==> config.mk <==
export PLATFORM = sky130hd
export DESIGN_NAME = health_status_word_monitor
export DESIGN_NICKNAME = d
export VERILOG_FILES = /design/src/health_pkg.sv /design/src/two_entry_buffer.sv /design/src/health_status_word_monitor.sv
export VERILOG_INCLUDE_DIRS = /design/src
export SDC_FILE = /design/constraint.sdc
export NUM_CORES = 1
export LEC_CHECK = 0
export BUFFER_PORTS_ARGS = -buffer_cell sky130_fd_sc_hd__clkbuf_2
export CAP_MARGIN = 25
export CORE_MARGIN = 3
export CORE_UTILIZATION = 50
export DETAILED_ROUTE_END_ITERATION = 8
export PLACE_DENSITY_LB_ADDON = 0.25
export SYNTH_ARGS = -nofsm -noshare
export SYNTH_HDL_FRONTEND = slang
export SYNTH_SLANG_ARGS = --single-unit
==> constraint.sdc <==
create_clock -name clk -period 7.05 [get_ports clk]
set_input_delay 0.3525 -clock clk [delete_from_list [all_inputs] [get_ports clk]]
set_output_delay 0.3525 -clock clk [all_outputs]
set_load 0.005 [all_outputs]
==> src/health_cfg.svh <==
// Purpose: Constants for the health word monitor: bit positions, reset values, timing.
// Assumes: Included by bare name; definitions only.
// Notes:   Times are kept in their own units; cycle counts derive from them.
`ifndef HEALTH_CFG_SVH
`define HEALTH_CFG_SVH

`define CLK_HZ        100000000
`define UPDATE_HZ     200
`define INIT_TIME_S   60

`define BIT_FATAL     0
`define BIT_HW_FAULT  1
`define BIT_LINK_FAULT 2
`define BIT_SW_FAULT  3
`define BIT_SUMMARY   8
`define BIT_HW_ALERT  9
`define BIT_LINK_ALERT 10
`define BIT_SW_ALERT  11
`define BIT_OVR_ALERT 12

`define EN_HW         0
`define EN_LINK       1
`define EN_SW         2
`define EN_OVR        3
`define ALERT_EN_RST  4'h8
`define HEALTH_RST    16'h0000

`define RATE_LIMIT    16'h7000
`define YAW_SHIFT     3
`define RATE_QUIET    3'h7

`define DIV_100HZ     7'h02
`define DIV_50HZ      7'h04
`define DIV_25HZ      7'h08
`define DIV_20HZ      7'h0a
`define DIV_10HZ      7'h14
`define DIV_5HZ       7'h28
`define DIV_2HZ       7'h64

`endif

==> src/health_pkg.sv <==
// Purpose: Types shared by the health word monitor, its assertions, the host model and the bench.
// Assumes: Nothing is imported; users write health_pkg::name.
// Notes:   Packet struct carries both measurement and diagnostic content.
package health_pkg;

  typedef logic signed [15:0] rate_t;

  typedef enum logic {PKT_MEAS, PKT_DIAG} pkt_kind_e;

  typedef enum logic [1:0] {GAIN_INIT, GAIN_RUN, GAIN_COAST} gain_e;

  typedef struct packed {
    logic fatal;
    logic hw;
    logic link;
    logic sw;
  } fault_s;

  typedef struct packed {
    logic initActive;
    logic turnCoast;
  } sw_state_s;

  typedef struct packed {
    pkt_kind_e  kind;
    logic [15:0] health;
    rate_t      yawRate;
    sw_state_s  swState;
    fault_s     faults;
    logic [3:0] alertEn;
    gain_e      gain;
    logic       overRange;
  } packet_s;

endpackage

==> src/two_entry_buffer.sv <==
// Purpose: Two-entry buffer with valid/ready on both sides.
// Assumes: Same clock on both sides.
// Notes:   Output data come straight from the head register.
`timescale 1ns/1ps
`default_nettype none

module two_entry_buffer #(
  parameter int W = 8
) (
  input  wire logic         clk,
  input  wire logic         rst_n,
  input  wire logic         inValid,
  input  wire logic [W-1:0] inData,
  output var  logic         inReady,
  output var  logic         outValid,
  output var  logic [W-1:0] outData,
  input  wire logic         outReady
);

  logic [W-1:0] tail;
  logic         tailValid;
  logic         push;
  logic         pop;

  assign inReady = ~tailValid;
  assign push    = inValid & ~tailValid;
  assign pop     = outValid & outReady;

  always_ff @(posedge clk or negedge rst_n) begin
    if (!rst_n) begin
      outValid  <= 1'b0;
      tailValid <= 1'b0;
    end else if (pop) begin
      outValid  <= tailValid | push;
      tailValid <= tailValid & push;
    end else if (push) begin
      outValid  <= 1'b1;
      tailValid <= outValid;
    end
  end

  always_ff @(posedge clk or negedge rst_n) begin
    if (!rst_n) begin
      outData <= '0;
      tail    <= '0;
    end else begin
      if (pop && tailValid) begin
        outData <= tail;
      end else if (push && (pop || !outValid)) begin
        outData <= inData;
      end
      if (push && ((outValid && !pop) || (pop && tailValid))) begin
        tail <= inData;
      end
    end
  end

endmodule // two_entry_buffer

`default_nettype wire

==> src/health_status_word_monitor.sv <==
// Purpose: Builds the 16-bit health word and emits measurement and diagnostic packets.
// Assumes: Fault levels, samples and commands come from logic on clk.
// Notes:   Packets leave through a two-entry buffer; a stalled host holds them back.
// Function
// - Every measurement packet carries the current two-byte health word.
// - Low byte holds error flags, high byte holds programmable alert flags.
// - Bit 0 reads 1 once a fatal error has occurred.
// - Bit 1 follows the internal hardware fault.
// - Bit 2 follows the communication fault.
// - Bit 3 follows the internal software fault; bits 4 to 7 reserved.
// - Bit 8 is the OR of all enabled alert bits.
// - Separate enables for alert bits 9 to 12; hardware, link, software off by default.
// - Bit 12 flags rate over-range and is enabled by default.
// - Only angular rate sensors can raise over-range, never accelerometers.
// - Measurement and attitude data refresh at a fixed 200 Hz.
// - Packets go out periodically at 100 to 2 Hz, or only on request.
// - A request naming the diagnostic packet returns full subsystem status.
// - Filtered yaw rate above threshold lowers accelerometer feedback gain once initialization is over.
// - Turn-coast flag stands in software alert status while threshold is exceeded.
// - Roughly 60 s initialization with heavy accelerometer weighting after start.
// - Software alert status shows that initialization is in progress.
// - Restart command resets the algorithm and re-enters initialization.
`timescale 1ns/1ps
`default_nettype none
`include "health_cfg.svh"

module health_status_word_monitor #(
  parameter int TICK_CYCLES = `CLK_HZ / `UPDATE_HZ,
  parameter int INIT_TICKS  = `INIT_TIME_S * `UPDATE_HZ
) (
  input  wire logic                 clk,
  input  wire logic                 rst_n,
  input  wire logic                 fatalFault,
  input  wire logic                 hwFault,
  input  wire logic                 linkFault,
  input  wire logic                 swFault,
  input  wire logic                 sampleValid,
  input  wire health_pkg::rate_t    rateSample [3],
  input  wire health_pkg::rate_t    turnThreshold,
  input  wire logic                 cfgWrite,
  input  wire logic [3:0]           cfgAlertEn,
  input  wire logic [2:0]           rateSel,
  input  wire logic                 fetchPacketCmd,
  input  wire logic                 fetchDiag,
  input  wire logic                 algoRestartCmd,
  output var  logic                 pktValid,
  output var  health_pkg::packet_s  pktData,
  input  wire logic                 pktReady,
  output var  logic [15:0]          builtInTestWord,
  output var  health_pkg::gain_e    gain,
  output var  logic                 algoResetPulse,
  output var  logic                 turnCoastFlag,
  output var  logic                 initActive
);

  localparam int TICK_W = $clog2(TICK_CYCLES);
  localparam int INIT_W = $clog2(INIT_TICKS + 1);

  // Update tick and refresh strobe
  logic [TICK_W-1:0] tickCount;
  logic              tick;
  logic              refresh;

  // Error flags
  logic              fatalFailFlag;
  logic              hwFaultFlag;
  logic              linkFaultFlag;
  logic              swFaultFlag;

  // Over-range tracking
  logic [2:0]        axisOver;
  logic              anyOver;
  logic              overSeen;
  logic              overRangeFlag;

  // Yaw filter
  health_pkg::rate_t yawFilt;
  logic signed [16:0] yawDiff;
  logic signed [16:0] yawStep;
  logic signed [16:0] next_yawFilt;
  logic [15:0]       yawMag;

  // Initialization phase
  logic [INIT_W-1:0] initCount;

  // Alerts and configuration
  logic [3:0]        alertEn;
  logic              hwAlertFlag;
  logic              linkAlertFlag;
  logic              swAlertFlag;
  logic              overrangeAlertFlag;
  logic              summaryAlertFlag;
  logic [15:0]       next_health;

  // Packet scheduling
  logic [6:0]        pktDiv;
  logic [6:0]        divLimit;
  logic              pktDue;
  logic              measPend;
  logic              diagPend;
  logic              bufInValid;
  logic              bufInReady;
  logic              pushed;
  health_pkg::packet_s bufInData;

  always_ff @(posedge clk or negedge rst_n) begin
    if (!rst_n) begin
      tickCount <= '0;
      tick      <= 1'b0;
    end else if (tickCount == TICK_W'(TICK_CYCLES - 1)) begin
      tickCount <= '0;
      tick      <= 1'b1;
    end else begin
      tickCount <= tickCount + 1'b1;
      tick      <= 1'b0;
    end
  end

  // Health word is taken one cycle after the tick so flags updated on it are seen
  always_ff @(posedge clk or negedge rst_n) begin
    if (!rst_n) begin
      refresh <= 1'b0;
    end else begin
      refresh <= tick;
    end
  end

  // Fatal stays set until reset; the rest follow their sources
  always_ff @(posedge clk or negedge rst_n) begin
    if (!rst_n) begin
      fatalFailFlag <= 1'b0;
    end else if (fatalFault) begin
      fatalFailFlag <= 1'b1;
    end
  end

  always_ff @(posedge clk or negedge rst_n) begin
    if (!rst_n) begin
      hwFaultFlag   <= 1'b0;
      linkFaultFlag <= 1'b0;
      swFaultFlag   <= 1'b0;
    end else begin
      hwFaultFlag   <= hwFault;
      linkFaultFlag <= linkFault;
      swFaultFlag   <= swFault;
    end
  end

  // Only the rate axes feed this; accelerometers have no path in
  for (genvar i = 0; i < 3; i++) begin : g_axis
    logic [15:0] mag;
    assign mag         = rateSample[i][15] ? 16'(-rateSample[i]) : rateSample[i];
    assign axisOver[i] = mag >= `RATE_LIMIT;
  end

  assign anyOver = sampleValid & (|axisOver);

  // A sample that is over range in the tick cycle is never lost
  always_ff @(posedge clk or negedge rst_n) begin
    if (!rst_n) begin
      overSeen <= 1'b0;
    end else if (anyOver) begin
      overSeen <= 1'b1;
    end else if (tick) begin
      overSeen <= 1'b0;
    end
  end

  always_ff @(posedge clk or negedge rst_n) begin
    if (!rst_n) begin
      overRangeFlag <= 1'b0;
    end else if (tick) begin
      overRangeFlag <= overSeen | anyOver;
    end
  end

  // First-order low-pass on yaw; shift sets the corner
  assign yawDiff      = {rateSample[2][15], rateSample[2]} - {yawFilt[15], yawFilt};
  assign yawStep      = yawDiff >>> `YAW_SHIFT;
  assign next_yawFilt = {yawFilt[15], yawFilt} + yawStep;
  assign yawMag       = yawFilt[15] ? 16'(-yawFilt) : yawFilt;

  always_ff @(posedge clk or negedge rst_n) begin
    if (!rst_n) begin
      yawFilt <= '0;
    end else if (algoRestartCmd) begin
      yawFilt <= '0;
    end else if (sampleValid) begin
      yawFilt <= 16'(next_yawFilt);
    end
  end

  always_ff @(posedge clk or negedge rst_n) begin
    if (!rst_n) begin
      turnCoastFlag <= 1'b0;
    end else if (algoRestartCmd) begin
      turnCoastFlag <= 1'b0;
    end else if (tick) begin
      turnCoastFlag <= yawMag > 16'(turnThreshold);
    end
  end

  // Restart takes priority over the phase count
  always_ff @(posedge clk or negedge rst_n) begin
    if (!rst_n) begin
      initActive <= 1'b1;
      initCount  <= '0;
    end else if (algoRestartCmd) begin
      initActive <= 1'b1;
      initCount  <= '0;
    end else if (tick && initActive) begin
      if (initCount == INIT_W'(INIT_TICKS - 1)) begin
        initActive <= 1'b0;
      end else begin
        initCount <= initCount + 1'b1;
      end
    end
  end

  always_ff @(posedge clk or negedge rst_n) begin
    if (!rst_n) begin
      algoResetPulse <= 1'b0;
    end else begin
      algoResetPulse <= algoRestartCmd;
    end
  end

  // Heavy weighting while initializing, coast through turns afterwards
  always_ff @(posedge clk or negedge rst_n) begin
    if (!rst_n) begin
      gain <= health_pkg::GAIN_INIT;
    end else if (initActive) begin
      gain <= health_pkg::GAIN_INIT;
    end else if (turnCoastFlag) begin
      gain <= health_pkg::GAIN_COAST;
    end else begin
      gain <= health_pkg::GAIN_RUN;
    end
  end

  always_ff @(posedge clk or negedge rst_n) begin
    if (!rst_n) begin
      alertEn <= `ALERT_EN_RST;
    end else if (cfgWrite) begin
      alertEn <= cfgAlertEn;
    end
  end

  assign hwAlertFlag        = alertEn[`EN_HW] & hwFaultFlag;
  assign linkAlertFlag      = alertEn[`EN_LINK] & linkFaultFlag;
  assign swAlertFlag        = alertEn[`EN_SW] & (swFaultFlag | initActive | turnCoastFlag);
  assign overrangeAlertFlag = alertEn[`EN_OVR] & overRangeFlag;
  assign summaryAlertFlag   = hwAlertFlag | linkAlertFlag | swAlertFlag | overrangeAlertFlag;

  always_comb begin
    next_health                  = `HEALTH_RST;
    next_health[`BIT_FATAL]      = fatalFailFlag;
    next_health[`BIT_HW_FAULT]   = hwFaultFlag;
    next_health[`BIT_LINK_FAULT] = linkFaultFlag;
    next_health[`BIT_SW_FAULT]   = swFaultFlag;
    next_health[`BIT_SUMMARY]    = summaryAlertFlag;
    next_health[`BIT_HW_ALERT]   = hwAlertFlag;
    next_health[`BIT_LINK_ALERT] = linkAlertFlag;
    next_health[`BIT_SW_ALERT]   = swAlertFlag;
    next_health[`BIT_OVR_ALERT]  = overrangeAlertFlag;
  end

  always_ff @(posedge clk or negedge rst_n) begin
    if (!rst_n) begin
      builtInTestWord <= `HEALTH_RST;
    end else if (refresh) begin
      builtInTestWord <= next_health;
    end
  end

  // Quiet leaves the divider idle; packets then come only on request
  always_comb begin
    unique case (rateSel)
      3'h0:    divLimit = `DIV_100HZ;
      3'h1:    divLimit = `DIV_50HZ;
      3'h2:    divLimit = `DIV_25HZ;
      3'h3:    divLimit = `DIV_20HZ;
      3'h4:    divLimit = `DIV_10HZ;
      3'h5:    divLimit = `DIV_5HZ;
      3'h6:    divLimit = `DIV_2HZ;
      default: divLimit = `DIV_2HZ;
    endcase
  end

  always_ff @(posedge clk or negedge rst_n) begin
    if (!rst_n) begin
      pktDiv <= '0;
      pktDue <= 1'b0;
    end else if (refresh && rateSel != `RATE_QUIET) begin
      if (pktDiv >= divLimit - 7'h01) begin
        pktDiv <= '0;
        pktDue <= 1'b1;
      end else begin
        pktDiv <= pktDiv + 7'h01;
        pktDue <= 1'b0;
      end
    end else begin
      pktDue <= 1'b0;
      if (rateSel == `RATE_QUIET) begin
        pktDiv <= '0;
      end
    end
  end

  // Diagnostic goes first; a new request in the push cycle wins over the clear
  assign bufInValid = measPend | diagPend;
  assign pushed     = bufInValid & bufInReady;

  always_ff @(posedge clk or negedge rst_n) begin
    if (!rst_n) begin
      measPend <= 1'b0;
    end else if (pktDue || (fetchPacketCmd && !fetchDiag)) begin
      measPend <= 1'b1;
    end else if (pushed && !diagPend) begin
      measPend <= 1'b0;
    end
  end

  always_ff @(posedge clk or negedge rst_n) begin
    if (!rst_n) begin
      diagPend <= 1'b0;
    end else if (fetchPacketCmd && fetchDiag) begin
      diagPend <= 1'b1;
    end else if (pushed) begin
      diagPend <= 1'b0;
    end
  end

  // Measurement packets carry the health word; diagnostic adds all status
  always_comb begin
    bufInData            = '0;
    bufInData.kind       = diagPend ? health_pkg::PKT_DIAG : health_pkg::PKT_MEAS;
    bufInData.health     = builtInTestWord;
    bufInData.yawRate    = yawFilt;
    bufInData.swState    = '{initActive: initActive, turnCoast: turnCoastFlag};
    if (diagPend) begin
      bufInData.faults    = '{fatal: fatalFailFlag, hw: hwFaultFlag, link: linkFaultFlag, sw: swFaultFlag};
      bufInData.alertEn   = alertEn;
      bufInData.gain      = gain;
      bufInData.overRange = overRangeFlag;
    end
  end

  two_entry_buffer #(
    .W($bits(health_pkg::packet_s))
  ) u_pkt_buffer (
    .clk      (clk),
    .rst_n    (rst_n),
    .inValid  (bufInValid),
    .inData   (bufInData),
    .inReady  (bufInReady),
    .outValid (pktValid),
    .outData  (pktData),
    .outReady (pktReady)
  );

endmodule // health_status_word_monitor

`default_nettype wire

==> key figures, run 1 <==
Run status
  • Status: completed

Detailed routing
  • Drt drc: 0
  • Wirelength, routed: 22.8 mm
  • First-pass DRT Iterations: 5
  • Vias: 7,846
  • Routed Antenna Nets: 0
  • Avg WL per Cell: 16.1 um
  • Vias per cell: 5.54
  • Iteration-0 DRC Markers: 493

Floorplanning
  • Row cnt: 49
  • Die height: 144 um
  • Die Area: 20,600 sq um
  • Initial core utilization: 51.8%
  • Die width: 144 um
  • Core area: 18,300 sq um
  • I/O pins: 151

Clock network
  • CTS buffer count: 17
  • H-Tree Depth: 4
  • Clk sinks: 165
  • CTS resizes: 0
  • CTS tree: done
  • CTS Root Buffer Type: clkbuf_16
  • Hold_buf cts: 0
  • Clk_lat worst skew: 0.42 ns
  • # Post-CTS Setup Buffers: 0
  • Clk slew on worst S/H paths: 0.07 ns
  • Bufs on Longest Clock Path: 2

Layout
  • Final instance area: 10,800 sq um
  • FILL cells: 1,576
  • Commonest non-fill, non-tap cell in the layout: nand2_1
  • Inserted Diodes: 0
  • Synth-to-Final Area Change: 14.6%
  • Post-layout util: 59.4%
  • Share of cells above drive strength 1: 16.8%
  • Commonest cells after routing, fill and taps aside: nand2_1, dfrtp_1, clkbuf_2
  • Non-filler cells, final: 1,416
  • Final net count: 1,316

Timing
  • Layout Skew: 0.0122 ns
  • Fmax: 244 MHz
  • Hold Slack: 0.0336 ns
  • Final Critical Period: 4.09 ns
  • Max_slew headroom: 29.1%
  • Final number of setup-violating endpoints: 0
  • Final Max Tran Viols: 0
  • Setup TNS: 0 ns
  • Least-Margin Pin Slew: 1.05 ns
  • Final hold violations: 0
  • Fin crit share: 58.0%
  • Unrepaired setup endpoints after global routing: no

Synth
  • Sequential-to-total area share from yosys stat: 43.6%
  • Cell area after synthesis: 9470 sq um
  • Number of synthesized flops with an enable pin: 0
  • Post-synth top flop: dfrtp_1
  • Syn avg cell area: 8.91 sq um
  • Yosys warns: 0
  • Yosys reg bits: 165
  • Fraction of registers with async set/reset: 100%
  • Syn Inst Count: 1,063
  • Netlist cell types: 66

Setup path
  • Setup Crit Path Kind: reg -> reg
  • Crit. End Element: flip-flop
  • Type of origin of the critical path: flip-flop
  • Critical path data arrival time: 4.42 ns
  • Reg2reg setup slack: 2.96 ns
  • CP max FO: 8
  • Worst EP required: 7.38 ns

GRT
  • Global Route Usage Sum: 22.8%
  • Gr ovfl total: 0
  • First-pass GRT wire length: 37.5 mm
  • Vias in the first global route: 7,521
  • Initial antenna violation count: 0
  • Largest net degree at the start of global routing: 103

Power
  • Peak supply drop: 0.177 mV
  • Leak: 5.20 nW
  • PD cells: 389 nW/um^2

Placement
  • Placed cells: 1,381
  • Number of port buffers: 136
  • Post-DP HPWL: 16.8 mm
  • Routability cong.: 0.977
  • Placed Area: 10,200 sq um

Run
  • Max-Cap Viols: 0

Hold path
  • Min-Delay Path Class: in -> reg
## Yosys cell counts (7+ instances only)
cell type,number,area share [%]
a21o_1,20,1.6
ha_1,58,7.7
mux2i_1,15,1.6
o21ai_0,52,2.7
a31oi_1,45,3.0
mux2_2,8,0.95
nand4_1,10,0.66
o211ai_1,9,0.71
nand2_1,185,7.3
a21oi_1,30,1.6
nand3_1,54,2.9
nor2_1,108,4.3
dfrtp_1,163,43
buf_4,23,1.8
inv_1,46,1.8
nor2b_1,7,0.46
o31ai_1,7,0.55
nor3_1,12,0.63
xor2_1,27,2.5
clkbuf_1,37,1.5
nor4_1,13,0.86
xnor2_1,42,3.9
## kinds of logic after synthesis
family | after synthesis | synth area share, %
simple gates | 434 | 20.6
mux | 23 | 2.54
fa+ha+maj | 59 | 7.87
compound gates | 200 | 13.6
xor+xnor | 69 | 6.38
other cells | 1 | 0.0396
buf+inv | 112 | 5.36
flops | 165 | 43.6
## per-layer routing
| metal | global-route usage (%) | vias up | share of wire, % |
|---|---|---|---|
| met5 | 0 | - | 0 |
| met4 | 6.39 | 0 | 1.8 |
| met3 | 4.56 | 26 | 5.9 |
| met2 | 36.3 | 233 | 46 |
| met1 | 31.8 | 3726 | 46 |
| li1 | - | 3861 | - |
## worst paths after layout
path / to / from / depth (start not counted)
hold reg to reg: measPend / pktDue / 2
min in group asynchronous: u_pkt_buffer.outData[40] / rst_n / 2
setup reg to reg: yawFilt[14] / yawFilt[5] / 14
max in group asynchronous: u_pkt_buffer.tail[14] / rst_n / 4
setup / recovery: yawFilt[14] / yawFilt[5] / 14
hold / removal: swFaultFlag / swFault / 1
## registers in the layout (all words and copies together) (netlist names), 2 cells and up
register              flops
u_pkt_buffer.outData     39
u_pkt_buffer.tail        39
tickCount                19
yawFilt                  16
initCount                14
builtInTestWord           9
pktDiv                    7
alertEn                   4
gain                      2
## per-stage QoR
stage,power (mW),setup WS (ns)
global placement,3.26,3.14
floorplan,2.75,3.29
CTS,4.24,2.97
global route,4.57,2.57
finish,4.22,2.96
detailed placement,3.30,2.99
## where the power goes
part           internal, mW  leakage (nW)  total [mW]  switching [mW]
Combinational         0.803          2.78        1.91            1.11
Sequential             1.18          2.13        1.38           0.209
Clock                 0.539         0.289       0.929           0.390
Total                  2.52          5.20        4.22            1.71
## layout make-up
class,count,area (sq um),area share (%)
tap,229,287,2.64
inverter,46,173,1.59
multi-input combinational,799,4890,45.1
clock buffer,20,447,4.12
clock inverter,12,144,1.33
sequential,165,4130,38.1
timing repair buffer,145,777,7.16
## critical path, cell delays in order (launching register included)
cell and delay [ns]:
dfrtp_1 0.49, inv_1 0.14, ha_1 0.36, a21oi_1 0.15
nand2_1 0.09, a41oi_2 0.26, o21bai_1 0.22, a311oi_1 0.42
xnor2_1 0.17, ha_1 0.31, and4_1 0.20, a211o_1 0.28
o31a_1 0.28, or4_1 0.47, a31oi_1 0.15
Power figures use the tool's default switching activity.
==> run 2: changes to the inputs <==
==> constraint.sdc (replaced) <==
create_clock -name clk -period 4.2 [get_ports clk]
set_input_delay 0.21 -clock clk [delete_from_list [all_inputs] [get_ports clk]]
set_output_delay 0.21 -clock clk [all_outputs]
set_load 0.005 [all_outputs]
==> run 2 against run 1 <==
Largest power group unchanged; count of clock-buffer cells in the layout rose by 1; via count fell by 0.20%; setup slack got worse by 2.7 ns; critical endpoint unchanged; register-to-register slack got worse by 2.7 ns; maximum frequency rose by 4.7%; routed wire length fell by 1.2%; die area did not move; critical path type unchanged; clock skew fell by 0.0027 ns; hold slack got worse by 0.021 ns.
==> key figures, run 2 (same netlist as run 1, synthesis figures left out) <==
Placement
  • Placed Area: 10,300 sq um
  • Routability cong.: 0.914
  • Setup WS pre-CTS: 0.314 ns
  • Number of port buffers: 136
  • Post-DP HPWL: 16.5 mm

Floorplanning
  • Die height: 144 um
  • Die Area: 20,600 sq um
  • Core area: 18,300 sq um
  • Row cnt: 49
  • I/O pins: 151
  • Die width: 144 um
  • Initial core utilization: 51.8%

Timing
  • Setup TNS: 0 ns
  • Final Critical Period: 3.91 ns
  • Final number of setup-violating endpoints: 0
  • Max_slew headroom: 35.5%
  • Worst setup margin: 0.293 ns
  • Final Max Tran Viols: 0
  • Fmax: 256 MHz
  • Layout Skew: 0.00951 ns
  • Final hold violations: 0
  • Unrepaired setup endpoints after global routing: no
  • Least-Margin Pin Slew: 0.955 ns
  • Fin crit share: 93.0%

Setup path
  • Max stage delay on crit path: 0.47 ns
  • Worst Path Buf+Inv: 1
  • Crit. End Element: flip-flop
  • Slowest CP cell: or4_1
  • FF-to-FF path depth: 15
  • Worst setup startpoint: yawFilt[2]
  • Worst EP required: 4.53 ns
  • CP top delay family: compound AO/OA/AOI/OAI gates
  • Sequence of cells on the critical path: inv_1 > ha_1 > a21oi_1 > o21ai_2 > a41oi_2 > o21bai_1 > a311oi_1 > xnor2_1 > ha_1 > o21ai_0 > a21oi_1 > a211o_1 > o31a_1 > or4_1 > a31oi_1
  • Type of origin of the critical path: flip-flop
  • Crit path to: yawFilt[14]
  • Critical path data arrival time: 4.24 ns
  • Reg2reg setup slack: 0.29 ns
  • Critical path depth in cells: 15
  • Setup Crit Path Kind: reg -> reg
  • CP max FO: 7
  • Reg2reg start: yawFilt[2]
  • FF-to-FF End: yawFilt[14]

Clock network
  • CTS Root Buffer Type: clkbuf_16
  • Clk slew on worst S/H paths: 0.06 ns
  • Hold_buf cts: 5
  • CTS buffer count: 17
  • H-Tree Depth: 4
  • CTS tree: done
  • CTS resizes: 0
  • Bufs on Longest Clock Path: 2
  • # Post-CTS Setup Buffers: 0
  • Clk sinks: 165
  • Clk_lat worst skew: 0.42 ns

Layout
  • Synth-to-Final Area Change: 15.6%
  • FILL cells: 1,636
  • Commonest cells after routing, fill and taps aside: nand2_1, dfrtp_1, clkbuf_2
  • Final instance area: 10,900 sq um
  • Final net count: 1,327
  • Inserted Diodes: 0
  • Largest regs: u_pkt_buffer.outData (39), u_pkt_buffer.tail (39), tickCount (19)
  • Share of cells above drive strength 1: 17.3%
  • Commonest non-fill, non-tap cell in the layout: nand2_1
  • Post-layout util: 59.9%

Hold path
  • Min-Delay Path Depth: 3
  • Hold_sp: fetchPacketCmd
  • Min-Delay Path Class: in -> reg

GRT
  • Largest net degree at the start of global routing: 103
  • Initial antenna violation count: 0
  • Gr busiest metal: met2
  • Met3 usage: 4.13%
  • Global Route Usage Sum: 22.4%
  • Met1 Usage GRT: 32.7%
  • Gr ovfl total: 0
  • Grt met2 use: 34.9%
  • Vias in the first global route: 7,345
  • First-pass GRT wire length: 37.1 mm

Detailed routing
  • Routed Antenna Nets: 0
  • Vias: 7,830
  • Vias per cell: 5.49
  • Wirelength, routed: 22.6 mm
  • Avg WL per Cell: 15.8 um
  • Drt drc: 0
  • First-pass DRT Iterations: 5
  • Iteration-0 DRC Markers: 529

Run
  • Max-Cap Viols: 0

Power
  • Peak supply drop: 0.248 mV
  • PD cells: 651 nW/um^2
  • Final Power: 7.12 mW
  • Leak: 5.26 nW

Run status
  • Status: completed
## run 2: worst min-delay path, stage by stage
cell and delay (ns):
clkbuf_2 0.09, a21oi_1 0.05, nand2_1 0.05
## run 2: routing by layer
layer,vias to the layer above,wire length (um)
li1,3885,-
met1,3696,10700
met2,228,10200
met3,21,1340
met4,0,322
met5,-,0
## run 2: how the worst min path moves through the flow
| stage | endpoint | slack [ns] |
|---|---|---|
| finish | measPend | 0.01 |
| global route | alertEn[2] | 0.01 |
| CTS | measPend | 0.004 |
| detailed placement | hwFaultFlag | 0.32 |
| global placement | swFaultFlag | 0.32 |
| floorplan | alertEn[0] | -0.09 |
## run 2: where the power goes
| part | internal, mW | total [mW] | leakage (nW) | switching, mW |
|---|---|---|---|---|
| sequential | 1.97 | 2.28 | 2.13 | 0.309 |
| combinational | 1.39 | 3.29 | 2.84 | 1.91 |
| clock | 0.911 | 1.55 | 0.292 | 0.636 |
| total | 4.27 | 7.12 | 5.26 | 2.85 |
## run 2: stage by stage
| stage | hold slack [ns] | std cells |
|---|---|---|
| final | 0.0122 | 1427 |
| after global routing | 0.0140 | 1427 |
| after CTS | 0.00365 | 1425 |
| after detailed placement | 0.321 | 1388 |
| after global placement | 0.319 | 1388 |
| after floorplan | -0.0856 | 1076 |
## run 2: final cells by class
type / instances / area (sq um) / share of cell area (%)
Inverter: 46 / 173 / 1.58
Clock buffer: 21 / 460 / 4.21
Sequential cell: 165 / 4130 / 37.7
Clock inverter: 11 / 124 / 1.13
Multi-Input combinational cell: 799 / 4890 / 44.7
Tap cell: 229 / 287 / 2.62
Timing Repair Buffer: 156 / 882 / 8.06
==> run 3: changes to the inputs <==
--- a/config.mk
+++ b/config.mk
@@ -9,7 +9,7 @@
 export BUFFER_PORTS_ARGS = -buffer_cell sky130_fd_sc_hd__clkbuf_2
 export CAP_MARGIN = 25
 export CORE_MARGIN = 3
-export CORE_UTILIZATION = 50
+export CORE_UTILIZATION = 60
 export DETAILED_ROUTE_END_ITERATION = 8
 export PLACE_DENSITY_LB_ADDON = 0.25
 export SYNTH_ARGS = -nofsm -noshare
==> constraint.sdc (replaced) <==
create_clock -name clk -period 4.55 [get_ports clk]
set_input_delay 0.2275 -clock clk [delete_from_list [all_inputs] [get_ports clk]]
set_output_delay 0.2275 -clock clk [all_outputs]
set_load 0.005 [all_outputs]
==> run 3 against run 2 <==
Global-route usage up 4.5 points; cell area is 0.88% lower; register-to-register slack better by 0.11 ns; largest power group unchanged; clock power decreased by 3%; critical endpoint unchanged; highest routed layer unchanged; maximum frequency down 5.8%.
==> key figures, run 3 (same netlist as run 1, synthesis figures left out) <==
Run status
  • Status: completed

GRT
  • First-pass GRT wire length: 38.0 mm
  • Global Route Usage Sum: 27.0%
  • Gr ovfl total: 0
  • Initial antenna violation count: 0
  • Vias in the first global route: 7,815
  • Largest net degree at the start of global routing: 101

Setup path
  • Critical path data arrival time: 4.48 ns
  • Worst EP required: 4.89 ns
  • CP top delay family: compound AO/OA/AOI/OAI gates
  • Max stage delay on crit path: 0.48 ns
  • Sequence of cells on the critical path: inv_1 > ha_1 > a21oi_1 > nand2_1 > a41oi_2 > o21bai_1 > a311oi_1 > xnor2_1 > ha_1 > o21ai_0 > a21oi_1 > a211o_1 > o31a_1 > or4_1 > a31oi_1
  • Crit. End Element: flip-flop
  • Slowest CP cell: dfrtp_1
  • Type of origin of the critical path: flip-flop
  • Worst Path Buf+Inv: 1
  • CP max FO: 8
  • Setup Crit Path Kind: reg -> reg

Layout
  • Share of cells above drive strength 1: 16.3%
  • Final net count: 1,319
  • Commonest cells after routing, fill and taps aside: nand2_1, dfrtp_1, clkbuf_2
  • Area of the multi-input gates: 4890 sq um
  • Commonest non-fill, non-tap cell in the layout: nand2_1
  • FILL cells: 1,205
  • Largest regs: u_pkt_buffer.outData (39), u_pkt_buffer.tail (39), tickCount (19)
  • Inserted Diodes: 0
  • Synth-to-Final Area Change: 14.6%
  • Storage element area: 4130 sq um

Floorplanning
  • Die Area: 17,300 sq um
  • Initial core utilization: 61.8%
  • Die height: 132 um
  • Row cnt: 45
  • I/O pins: 151
  • Core area: 15,300 sq um
  • Die width: 132 um

Detailed routing
  • Routed Antenna Nets: 0
  • Avg WL per Cell: 16.3 um
  • Wirelength, routed: 22.9 mm
  • Iteration-0 DRC Markers: 669
  • First-pass DRT Iterations: 5
  • Vias per cell: 5.73
  • Drt drc: 0
  • Vias: 8,028

Placement
  • Post-DP HPWL: 16.2 mm
  • Number of port buffers: 136
  • Routability cong.: 0.896

Power
  • Final Power: 6.63 mW
  • Leak: 5.21 nW
  • PD cells: 611 nW/um^2
  • Peak supply drop: 0.389 mV

Timing
  • Final Critical Period: 4.15 ns
  • Final hold violations: 0
  • Final Max Tran Viols: 0
  • Final number of setup-violating endpoints: 0
  • Fin crit share: 91.1%
  • Unrepaired setup endpoints after global routing: no
  • Layout Skew: 0.0106 ns
  • Setup TNS: 0 ns
  • Least-Margin Pin Slew: 0.988 ns
  • Max_slew headroom: 33.6%
  • Fmax: 241 MHz

Clock network
  • Bufs on Longest Clock Path: 2
  • H-Tree Depth: 4
  • CTS Root Buffer Type: clkbuf_16
  • Clk slew on worst S/H paths: 0.06 ns
  • Clk_lat worst skew: 0.43 ns
  • CTS resizes: 0
  • CTS buffer count: 17
  • CTS tree: done
  • Clk sinks: 165

Hold path
  • Min-Delay Path Class: in -> reg

Run
  • Max-Cap Viols: 0
run 3: cell count changes in the layout (fill, tap and decap cells not counted), sizes merged:
| cell | before | now |
|---|---|---|
| buf | 15 | 8 |
| clkinv | 6 | 2 |
| clkbuf | 157 | 159 |
| bufinv | 2 | 4 |
| inv | 49 | 48 |
run 3: final timing paths:
path	slack [ns]	cells past startpoint	to	from
worst max register to register	0.40	15	yawFilt[14]	yawFilt[5]
min in group asynchronous	0.46	2	u_pkt_buffer.tail[39]	rst_n
worst max-delay path	0.40	15	yawFilt[14]	yawFilt[5]
max in group asynchronous	2.99	3	initActive	rst_n
worst min-delay path	0.03	2	alertEn[0]	cfgAlertEn[0]
worst min register to register	0.46	1	tickCount[0]	tickCount[0]
run 3: final cells by class:
cell class                      count  area share (%)
Clock buffer                       24            4.16
Multi-Input combinational cell    799            45.1
Sequential cell                   165            38.1
Timing Repair Buffer              148            7.28
Inverter                           46            1.59
Tap cell                          211            2.43
Clock inverter                      8            1.40
run 3: per-layer routing:
metal | global-route usage [%] | part of all wire [%]
met1 | 36.7 | 44
met2 | 44.0 | 47
met3 | 4.82 | 6.5
met4 | 8.98 | 2.0
met5 | 0 | 0
run 3: metrics by stage:
stage | instance area, sq um | utilization, % | setup slack (ns) | instances | hold slack, ns
floorplan | 9520 | - | 0.788 | 1076 | -0.0681
global placement | 10200 | 66.6 | 0.659 | 1364 | 0.341
detailed placement | 10200 | 66.6 | 0.449 | 1364 | 0.338
CTS | 10900 | 70.9 | 0.424 | 1401 | 0.0146
global route | 10900 | 70.9 | 0.159 | 1401 | 0.0192
finish | 10900 | 70.9 | 0.404 | 1401 | 0.0265
run 3: where the power goes:
group	total, mW	switching, mW	internal [mW]
clock network	1.50	0.580	0.923
logic	2.97	1.73	1.24
registers	2.15	0.332	1.82
total	6.63	2.64	3.99
run 3: what timing repair did:
| action | in CTS | in global routing |
|---|---|---|
| setup buffers | 0 | 0 |
| hold endpoints to repair | 101 | 0 |
| hold buffers | 5 | 0 |
